## src/design/spi_seq_defines.svh

```systemverilog
// Constants of the serial master frame sequencer
`ifndef SPI_SEQ_DEFINES_SVH
`define SPI_SEQ_DEFINES_SVH
`define FRAME_BITS     32
`define BIT_CNT_W      5
`define FIFO_DEPTH     8
`define FIFO_PTR_W     3
`define FIFO_LVL_W     4
`define DELAY_W        8
`define DIV_W          8
`define BURST_W        8
`define LAST_BIT       5'h1f
`define LVL_ZERO       4'h0
`define LVL_ONE        4'h1
`endif

```

## src/design/spi_seq_pkg.sv

```systemverilog
// Types shared by the serial master frame sequencer
package spi_seq_pkg;
  // Communication direction
  typedef enum logic [1:0] {
    MODE_FULL = 2'h0,
    MODE_TX   = 2'h1,
    MODE_RX   = 2'h2
  } mode_e;
  // Frame sequencer states, Gray along idle-lead-shift-trail-gap
  typedef enum logic [2:0] {
    ST_IDLE  = 3'h0,
    ST_LEAD  = 3'h1,
    ST_SHIFT = 3'h3,
    ST_TRAIL = 3'h2,
    ST_GAP   = 3'h6,
    ST_HOLD  = 3'h7
  } state_e;
endpackage

```

## src/design/fifo_if.sv

```systemverilog
// Push/pop port between the sequencer and a word store
`timescale 1ns/100ps
`default_nettype none
`include "spi_seq_defines.svh"
interface fifo_if;
  logic                     push;      // Write one word
  logic [`FRAME_BITS-1:0]   pushData;  // Word to write
  logic                     pop;       // Drop oldest word
  logic [`FRAME_BITS-1:0]   popData;   // Oldest word
  logic [`FIFO_LVL_W-1:0]   level;     // Fill level
  logic                     full;      // No room left
  logic                     empty;     // Nothing held
  modport owner (output push, output pushData, output pop,
                 input popData, input level, input full, input empty);
  modport store (input push, input pushData, input pop,
                 output popData, output level, output full, output empty);
endinterface
`default_nettype wire

```

## src/design/word_fifo.sv

```systemverilog
// Small synchronous word FIFO used for both data directions
`timescale 1ns/100ps
`default_nettype none
`include "spi_seq_defines.svh"
module word_fifo (
  input  wire logic clk_sys,
  input  wire logic rst_n,
  fifo_if.store     port
);
  // All state of the store
  typedef struct packed {
    logic [`FIFO_DEPTH-1:0][`FRAME_BITS-1:0] mem;
    logic [`FIFO_PTR_W-1:0]                  wrPtr;
    logic [`FIFO_PTR_W-1:0]                  rdPtr;
    logic [`FIFO_LVL_W-1:0]                  count;
  } fifo_s;

  fifo_s s_q;  // Registered state
  fifo_s s_d;  // Next state
  logic  doPush;
  logic  doPop;

  ////////////////////////////////////////////////////////////////////////
  // Pushes into a full store and pops from an empty one are ignored
  always_comb begin
    s_d    = s_q;
    doPush = port.push && !port.full;
    doPop  = port.pop && !port.empty;
    if (doPush) begin
      s_d.mem[s_q.wrPtr] = port.pushData;
      s_d.wrPtr          = s_q.wrPtr + 3'h1;
    end
    if (doPop) begin
      s_d.rdPtr = s_q.rdPtr + 3'h1;
    end
    if (doPush && !doPop) begin
      s_d.count = s_q.count + 4'h1;
    end else if (doPop && !doPush) begin
      s_d.count = s_q.count - 4'h1;
    end
  end

  // State register, memory contents left alone by reset
  always_ff @(posedge clk_sys) begin
    if (!rst_n) begin
      s_q.wrPtr <= '0;
      s_q.rdPtr <= '0;
      s_q.count <= '0;
      s_q.mem   <= s_d.mem;
    end else begin
      s_q <= s_d;
    end
  end

  assign port.popData = s_q.mem[s_q.rdPtr];
  assign port.level   = s_q.count;
  assign port.full    = (s_q.count == 4'h8);
  assign port.empty   = (s_q.count == `LVL_ZERO);
endmodule
`default_nettype wire

```

## src/design/spi_master_transfer_sequencer.sv

```systemverilog
// Serial master frame sequencer: chip select, clock, delays, FIFO events
`timescale 1ns/100ps
`default_nettype none
`include "spi_seq_defines.svh"
module spi_master_transfer_sequencer (
  input  wire logic                       clk_sys,
  input  wire logic                       rst_n,
  input  wire logic                       enableSet,
  input  wire logic                       enableClr,
  output logic                            enableOut,
  output logic                            busy,
  input  wire spi_seq_pkg::mode_e         mode,
  input  wire logic                       burstMode,
  input  wire logic [`BURST_W-1:0]        burstLen,
  input  wire logic                       dmaSelect,
  input  wire logic [`DIV_W-1:0]          clockDivider,
  input  wire logic [`DELAY_W-1:0]        select_to_clock_delay,
  input  wire logic [`DELAY_W-1:0]        clock_to_deselect_delay,
  input  wire logic [`DELAY_W-1:0]        min_idle_interval,
  input  wire logic                       txWrite,
  input  wire logic [`FRAME_BITS-1:0]     txData,
  input  wire logic                       rxRead,
  output logic      [`FRAME_BITS-1:0]     rxData,
  output logic      [`FIFO_LVL_W-1:0]     txLevel,
  output logic      [`FIFO_LVL_W-1:0]     rxLevel,
  output logic                            txFifoIrq,
  output logic                            txDmaReq,
  output logic                            rxFifoIrq,
  output logic                            rxDmaReq,
  output logic                            txDoneIrq,
  output logic                            rxDoneIrq,
  output logic                            chip_select_out_n,
  output logic                            serial_clock_out,
  output logic                            serialDataOut,
  input  wire logic                       serialDataIn
);
  import spi_seq_pkg::*;

  // All sequencer state
  typedef struct packed {
    state_e                  state;
    logic                    enable;
    logic                    sck;
    logic                    csN;
    logic                    mosi;
    logic [`FRAME_BITS-1:0]  shift;
    logic [`BIT_CNT_W-1:0]   bitCnt;
    logic [`DELAY_W:0]       delayCnt;
    logic [`DIV_W-1:0]       divCnt;
    logic [`BURST_W-1:0]     frameCnt;
    logic                    rxPend;
    logic [`FRAME_BITS-1:0]  rxHold;
    logic                    misoMeta;
    logic                    misoSync;
    logic [`FIFO_LVL_W-1:0]  txLvlPrev;
    logic [`FIFO_LVL_W-1:0]  rxLvlPrev;
    logic                    txIrq;
    logic                    txDma;
    logic                    rxIrq;
    logic                    rxDma;
    logic                    txDone;
    logic                    rxDone;
  } seq_s;

  seq_s                   s_q;        // Registered state
  seq_s                   s_d;        // Next state
  logic                   tick;       // Half serial clock period enable
  logic                   rxRoom;     // Receive buffer can take a frame
  logic                   canStart;   // Frame may begin
  logic                   lastRise;   // Final rising edge this cycle
  logic [`FRAME_BITS-1:0] lastWord;   // Word completed on that edge
  logic [`BURST_W-1:0]    nextFrames; // Frames done incl. current

  fifo_if txPort ();  // Transmit side store
  fifo_if rxPort ();  // Receive side store

  word_fifo txFifo (.clk_sys(clk_sys), .rst_n(rst_n), .port(txPort));
  word_fifo rxFifo (.clk_sys(clk_sys), .rst_n(rst_n), .port(rxPort));

  ////////////////////////////////////////////////////////////////////////
  // Start condition; a word held in rxHold blocks frames
  always_comb begin
    // Only a full store with a word already parked withholds a frame
    rxRoom   = !(rxPort.full && s_q.rxPend);
    canStart = 1'b0;
    if (mode == MODE_RX) begin
      canStart = rxRoom;
    end else if (mode == MODE_TX) begin
      canStart = !txPort.empty;
    end else begin
      canStart = !txPort.empty && rxRoom;
    end
  end

  assign tick       = (s_q.divCnt == clockDivider);
  assign lastRise   = (s_q.state == ST_SHIFT) && tick && !s_q.sck
                      && (s_q.bitCnt == `LAST_BIT);
  assign lastWord   = {s_q.shift[`FRAME_BITS-2:0], s_q.misoSync};
  assign nextFrames = s_q.frameCnt + 8'h01;

  ////////////////////////////////////////////////////////////////////////
  // FIFO ports: software pushes, sequencer pops and fills receive
  always_comb begin
    txPort.push     = txWrite;
    txPort.pushData = txData;
    txPort.pop      = 1'b0;
    rxPort.pop      = rxRead;
    rxPort.push     = 1'b0;
    rxPort.pushData = s_q.rxHold;
    // Transmit only never touches the receive store
    if (lastRise && mode != MODE_TX && !rxPort.full) begin
      rxPort.push     = 1'b1;
      rxPort.pushData = lastWord;
    end else if (s_q.rxPend && !rxPort.full) begin
      rxPort.push = 1'b1;
    end
    if (mode != MODE_RX && canStart && s_q.enable
        && (s_q.state == ST_IDLE || s_q.state == ST_HOLD)) begin
      txPort.pop = 1'b1;
    end
  end

  ////////////////////////////////////////////////////////////////////////
  // Sequencer next state
  always_comb begin
    s_d          = s_q;
    s_d.txIrq    = 1'b0;
    s_d.txDma    = 1'b0;
    s_d.rxIrq    = 1'b0;
    s_d.rxDma    = 1'b0;
    s_d.txDone   = 1'b0;
    s_d.rxDone   = 1'b0;
    s_d.misoMeta = serialDataIn;
    s_d.misoSync = s_q.misoMeta;
    s_d.divCnt   = tick ? '0 : s_q.divCnt + 8'h01;
    s_d.enable   = (s_q.enable && !enableClr) || enableSet;
    s_d.txLvlPrev = txPort.level;
    s_d.rxLvlPrev = rxPort.level;
    // Level edge events, DMA request instead of interrupt when selected
    if (s_q.txLvlPrev == `LVL_ONE && txPort.level == `LVL_ZERO) begin
      s_d.txIrq = !dmaSelect;
      s_d.txDma = dmaSelect;
    end
    if (s_q.rxLvlPrev == `LVL_ZERO && rxPort.level == `LVL_ONE) begin
      s_d.rxIrq = !dmaSelect;
      s_d.rxDma = dmaSelect;
    end
    // Word parked in rxHold moves in once room appears
    if (s_q.rxPend && !rxPort.full) begin
      s_d.rxPend = 1'b0;
    end
    case (s_q.state)
      ST_IDLE: begin
        // Enable checked here, in trail and in hold, so clearing it ends after a frame
        if (s_q.enable && canStart) begin
          s_d.csN      = 1'b0;
          s_d.shift    = (mode == MODE_RX) ? '0 : txPort.popData;
          s_d.mosi     = (mode == MODE_RX) ? 1'b0 : txPort.popData[`FRAME_BITS-1];
          s_d.bitCnt   = '0;
          s_d.frameCnt = '0;
          s_d.delayCnt = {select_to_clock_delay, 1'b0};
          s_d.state    = ST_LEAD;
        end
      end
      ST_LEAD: begin
        if (tick) begin
          if (s_q.delayCnt == '0) begin
            s_d.state = ST_SHIFT;
          end else begin
            s_d.delayCnt = s_q.delayCnt - 9'h001;
          end
        end
      end
      ST_SHIFT: begin
        if (tick && !s_q.sck) begin
          // Rising edge: sample receive line
          s_d.sck   = 1'b1;
          s_d.shift = lastWord;
          s_d.bitCnt = s_q.bitCnt + 5'h01;
          if (s_q.bitCnt == `LAST_BIT) begin
            if (mode != MODE_TX && rxPort.full) begin
              s_d.rxPend = 1'b1;
              s_d.rxHold = lastWord;
            end
            s_d.delayCnt = {clock_to_deselect_delay, 1'b0};
            s_d.state    = ST_TRAIL;
          end
        end else if (tick) begin
          // Falling edge: present next bit
          s_d.sck  = 1'b0;
          s_d.mosi = s_q.shift[`FRAME_BITS-1];
        end
      end
      ST_TRAIL: begin
        if (tick) begin
          s_d.sck = 1'b0;
          if (s_q.delayCnt == '0) begin
            if (burstMode && nextFrames < burstLen && s_q.enable) begin
              s_d.frameCnt = nextFrames;
              s_d.state    = ST_HOLD;
            end else begin
              s_d.csN      = 1'b1;
              s_d.txDone   = (mode != MODE_RX);
              s_d.rxDone   = (mode != MODE_TX);
              s_d.frameCnt = '0;
              s_d.delayCnt = {min_idle_interval, 1'b0};
              s_d.state    = ST_GAP;
              if (burstMode) begin
                s_d.enable = enableSet;
              end
            end
          end else begin
            s_d.delayCnt = s_q.delayCnt - 9'h001;
          end
        end
      end
      ST_HOLD: begin
        // Select stays low until the next word or receive room arrives, or enable is cleared
        if (!s_q.enable) begin
          s_d.csN      = 1'b1;
          s_d.txDone   = (mode != MODE_RX);
          s_d.rxDone   = (mode != MODE_TX);
          s_d.delayCnt = {min_idle_interval, 1'b0};
          s_d.state    = ST_GAP;
        end else if (canStart) begin
          s_d.shift  = (mode == MODE_RX) ? '0 : txPort.popData;
          s_d.mosi   = (mode == MODE_RX) ? 1'b0 : txPort.popData[`FRAME_BITS-1];
          s_d.bitCnt = '0;
          s_d.state  = ST_SHIFT;
        end
      end
      ST_GAP: begin
        if (tick) begin
          if (s_q.delayCnt == '0) begin
            s_d.state = ST_IDLE;
          end else begin
            s_d.delayCnt = s_q.delayCnt - 9'h001;
          end
        end
      end
      default: begin
        s_d.state = ST_IDLE;
      end
    endcase
  end

  ////////////////////////////////////////////////////////////////////////
  // State register
  always_ff @(posedge clk_sys) begin
    if (!rst_n) begin
      s_q     <= '0;
      s_q.csN <= 1'b1;
    end else begin
      s_q <= s_d;
    end
  end

  assign enableOut         = s_q.enable;
  assign busy              = (s_q.state != ST_IDLE);
  assign rxData            = rxPort.popData;
  assign txLevel           = txPort.level;
  assign rxLevel           = rxPort.level;
  assign txFifoIrq         = s_q.txIrq;
  assign txDmaReq          = s_q.txDma;
  assign rxFifoIrq         = s_q.rxIrq;
  assign rxDmaReq          = s_q.rxDma;
  assign txDoneIrq         = s_q.txDone;
  assign rxDoneIrq         = s_q.rxDone;
  assign chip_select_out_n = s_q.csN;
  assign serial_clock_out  = s_q.sck;
  assign serialDataOut     = s_q.mosi;

  ////////////////////////////////////////////////////////////////////////
  // Checks
  a_no_start_off: assert property (@(posedge clk_sys) disable iff (!rst_n)
    (s_q.state == ST_IDLE && !s_q.enable) |=> (s_q.state == ST_IDLE))
    else $error("frame started while disabled");
  a_tx_push_level: assert property (@(posedge clk_sys) disable iff (!rst_n)
    (txWrite && !txPort.full && !txPort.pop) |=> (txPort.level == $past(txPort.level) + 4'h1))
    else $error("write did not raise transmit level");
  a_level_one_held: assert property (@(posedge clk_sys) disable iff (!rst_n)
    (txPort.empty && txWrite && !txPort.pop) |=> (txLevel == `LVL_ONE))
    else $error("one held word did not read level one");
  a_lead_no_clock: assert property (@(posedge clk_sys) disable iff (!rst_n)
    (s_q.state == ST_LEAD) |-> (!serial_clock_out && !chip_select_out_n))
    else $error("clock ran during lead delay");
  a_tx_level_event: assert property (@(posedge clk_sys) disable iff (!rst_n)
    ($past(txLevel) == `LVL_ONE && txLevel == `LVL_ZERO) |=> (txFifoIrq || txDmaReq))
    else $error("missing transmit level event");
  a_rx_capture: assert property (@(posedge clk_sys) disable iff (!rst_n)
    (lastRise && mode != MODE_TX && !rxRead)
    |=> (rxPort.level == $past(rxPort.level) + 4'h1 || s_q.rxPend))
    else $error("final word not captured");
  a_duplex_done: assert property (@(posedge clk_sys) disable iff (!rst_n)
    ($rose(chip_select_out_n) && mode == MODE_FULL) |-> (txDoneIrq && rxDoneIrq))
    else $error("completion events missing");
  a_rx_level_event: assert property (@(posedge clk_sys) disable iff (!rst_n)
    ($past(rxLevel) == `LVL_ZERO && rxLevel == `LVL_ONE) |=> (rxFifoIrq || rxDmaReq))
    else $error("missing receive level event");
  a_gap_deselect: assert property (@(posedge clk_sys) disable iff (!rst_n)
    (s_q.state == ST_GAP) |-> chip_select_out_n)
    else $error("select asserted during idle gap");
  a_rx_only_done: assert property (@(posedge clk_sys) disable iff (!rst_n)
    ($rose(chip_select_out_n) && mode == MODE_RX) |-> (rxDoneIrq && !txDoneIrq))
    else $error("wrong completion in receive only");
  a_full_withhold: assert property (@(posedge clk_sys) disable iff (!rst_n)
    (s_q.state == ST_IDLE && s_q.rxPend && rxPort.full && mode != MODE_TX)
    |=> (s_q.state == ST_IDLE))
    else $error("frame started with full receive buffer");
  a_tx_only_quiet: assert property (@(posedge clk_sys) disable iff (!rst_n)
    (mode == MODE_TX && !rxRead) |=> ($stable(rxLevel) && !rxDoneIrq))
    else $error("receive side moved in transmit only");
endmodule
`default_nettype wire

```

## config.mk

```make
export PLATFORM = sky130hd
export DESIGN_NAME = spi_master_transfer_sequencer
export DESIGN_NICKNAME = d
export VERILOG_FILES = /design/src/design/spi_seq_pkg.sv /design/src/design/fifo_if.sv /design/src/design/word_fifo.sv /design/src/design/spi_master_transfer_sequencer.sv
export VERILOG_INCLUDE_DIRS = /design/src /design/src/design
export SDC_FILE = /design/constraint.sdc
export NUM_CORES = 1
export LEC_CHECK = 0
export BUFFER_PORTS_ARGS = -buffer_cell sky130_fd_sc_hd__buf_2
export CELL_PAD_IN_SITES_DETAIL_PLACEMENT = 0
export CELL_PAD_IN_SITES_GLOBAL_PLACEMENT = 2
export CORE_MARGIN = 2
export CORE_UTILIZATION = 45
export CTS_BUF_LIST = sky130_fd_sc_hd__clkbuf_4 sky130_fd_sc_hd__clkbuf_8
export CTS_CLUSTER_DIAMETER = 100
export DETAILED_ROUTE_END_ITERATION = 8
export PLACE_DENSITY = 0.88
export SLEW_MARGIN = 40
export SYNTH_ARGS = -nofsm -noshare
export SYNTH_HDL_FRONTEND = slang
export SYNTH_HIERARCHICAL = 1
export SYNTH_SLANG_ARGS = --single-unit
```

## constraint.sdc

```tcl
create_clock -name clk_sys -period 15.45 [get_ports clk_sys]
set_input_delay 0.7725 -clock clk_sys [delete_from_list [all_inputs] [get_ports clk_sys]]
set_output_delay 0.7725 -clock clk_sys [all_outputs]
set_load 0.005 [all_outputs]
```

==> qor.csv <==
stage;metric;value;unit
timing;max_slew_margin;50.8;%
power_and_ir_drop;leakagePower;9.18;nW
placed_design;placed_cell_area;28200;um^2
cells_and_area;syn_to_final_growth;12.8;%
timing;clock_skew;0.0476;ns
clock_network;insertion_delay;0.69;ns
worst_hold_path;min_path_type;in2reg;
clock_network;ctsHoldBuffers;0;
clock_network;cts_resized;0;
placed_design;portBuffers;133;
job;drv_cap;0;
route;viasPerCell;5.42;
worst_hold_path;hold_depth;2;
die;die_w;248;um
cells_and_area;drive_above_1_share;29.7;%
logic_synthesis;synthCells;1644;
logic_synthesis;yosysWarnings;6;
power_and_ir_drop;ir_drop;72.4;uV
setup_path;crit_required;16.04;ns
logic_synthesis;syn_area;26800;um^2
placed_design;dp_hpwl;31.5;mm
global_routing;grt_max_degree;81;
clock_network;cts_root_buffer;clkbuf_8;
die;initial_utilization;45.5;%
timing;rsz0062_at_grt;false;
setup_path;critPathTopFamily;compound AO/OA/AOI/OAI gates;
cells_and_area;fillers;4842;
die;dieHeight;248;um
route;ant_nets;0;
cells_and_area;fin_area;30300;um^2
cells_and_area;nets;1917;
logic_synthesis;syn_nets;1751;
placed_design;gp_congestion;0.867;
global_routing;antenna_found_initial;9;
global_routing;gr-total-overflow;0;
timing;hold_viol;0;
die;coreArea;59000;um^2
global_routing;grt_use_total;17.6;%
run_status;outcome;finished clean;
setup_path;crit_fanout;7;
route;via_count;14500;
global_routing;grt_pass1_vias;14800;
timing;worst_pin_slew;0.731;ns
route;drt_pass1_iterations;5;
clock_network;cts_setup_buffers;0;
timing;setup_viol;0;
die;dieArea;61600;um^2
die;num_rows;89;
setup_path;crit_cells;13;
timing;min_period_over_period;24.3;%
setup_path;worst_setup_path_start_kind;flip-flop;
clock_network;clock_sink_count;650;
clock_network;cts_buffer_depth;3;
setup_path;end_kind;flip-flop;
clock_network;h-tree-depth;3;
route;drt-total-wl;53.4;mm
timing;layout_min_cycle_time;3.75;ns
setup_path;worstPathCellList;or4b_4 > inv_1 > a22oi_1 > o211ai_1 > nor2_1 > o41ai_4 > ha_1 > inv_1 > ha_1 > a21oi_1 > a211oi_1 > a31oi_1 > mux2i_1;
clock_network;tritoncts;done;
power_and_ir_drop;cellPowerDensity;132;nW/um^2
route;drt_iter0_drc;871;
timing;tns;0;ns
timing;fmax;267;MHz
route;drc;0;
setup_path;max_stage_delay;0.60;ns
setup_path;critPathBufInv;2;
logic_synthesis;synth.avg_cell_area;16.3;um^2
setup_path;slowest_stage;or4b_4;
timing;drv_slew;0;
setup_path;worstPathArrival;4.34;ns
global_routing;grt_pass1_wl;83.6;mm
setup_path;reg2regPathDepth;13;
route;wl_per_cell;20.0;um
die;ioPinCount;134;
clock_network;path_clk_slew;0.06;ns
setup_path;crit_type;reg2reg;
clock_network;numCtsBuffers;103;
power_and_ir_drop;power.total;3.99;mW
==> cell usage in the layout, fill, tap and decap left out, types with 10 or more instances in the layout <==
cell type and instances:
o211ai_1 14, dfxtp_1 132, clkinv_1 31, clkinv_2 19
nor2_1 83, nand3_1 49, nor2b_1 12, clkbuf_4 29
or2_2 10, mux4_2 88, nand2b_1 10, mux2i_1 13
buf_4 26, xnor2_1 27, buf_2 133, mux4_1 40
edfxtp_1 512, clkbuf_8 108, and2_1 25, a21oi_1 49
ha_1 22, nand2_1 143, inv_1 22, o21ai_0 16
mux2_2 96, a311oi_1 35
==> where the power goes <==
part	internal, mW	total, mW	leakage (nW)	switching, mW
Clock	0.758	1.42	1.09	0.663
Combinational	0.233	0.512	2.88	0.279
Sequential	1.96	2.05	5.21	0.0890
==> state kept, by name (all words and copies together) (netlist names) <==
register / cells
s_q: 75
txFifoIrq: 1
enableOut: 1
rxFifo/port.level: 4
s_d: 1
chip_select_out_n: 1
txDoneIrq: 1
serial_clock_out: 1
lastWord: 32
serialDataOut: 1
rxDmaReq: 1
txDmaReq: 1
rxFifo/s_q: 262
txFifo/s_q: 262
rxDoneIrq: 1
txFifo/port.level: 4
rxFifoIrq: 1
==> layer usage <==
metal	vias to the layer above	routed length (um)	part of all wire (%)	GRT usage, %
li1	6800	-	-	-
met1	7246	23600	44	24.0
met2	329	25400	48	28.2
met3	104	3260	6.1	4.04
met4	14	1060	2.0	5.57
met5	-	97	0.18	0
==> path summary, 6_finish.rpt <==
| kind | end | start | slack [ns] |
|---|---|---|---|
| worst max-delay path | txFifo/port.level[3] | rxFifo/port.level[0] | 11.70 |
| worst min-delay path | txFifoIrq | dmaSelect | 0.32 |
| worst max register to register | txFifo/port.level[3] | rxFifo/port.level[0] | 11.70 |
| worst min register to register | s_q[28] | s_q[28] | 0.45 |
==> through the flow <==
step | setup WS (ns) | hold slack (ns) | cells | utilization [%]
5_1_grt | 11.30 | 0.305 | 2673 | 51.3
3_5_place_dp | 11.51 | 0.444 | 2478 | 47.8
4_1_cts | 11.64 | 0.263 | 2672 | 51.3
3_3_place_gp | 11.63 | 0.439 | 2478 | 47.8
2_1_floorplan | 9.97 | 0.412 | 1644 | -
6_report | 11.70 | 0.317 | 2674 | 51.3
==> layout make-up <==
class	count	area [um^2]	area share, %
timing repair buffer	163	906	2.99
clock buffer	137	1700	5.63
antenna	2	5.00	0.0165
sequential	650	18100	60.0
inverter	25	93.8	0.310
tap	773	967	3.20
multi-input combinational	867	8110	26.8
clock inverter	57	334	1.10
No activity file was read; power rests on OpenSTA's default activity.
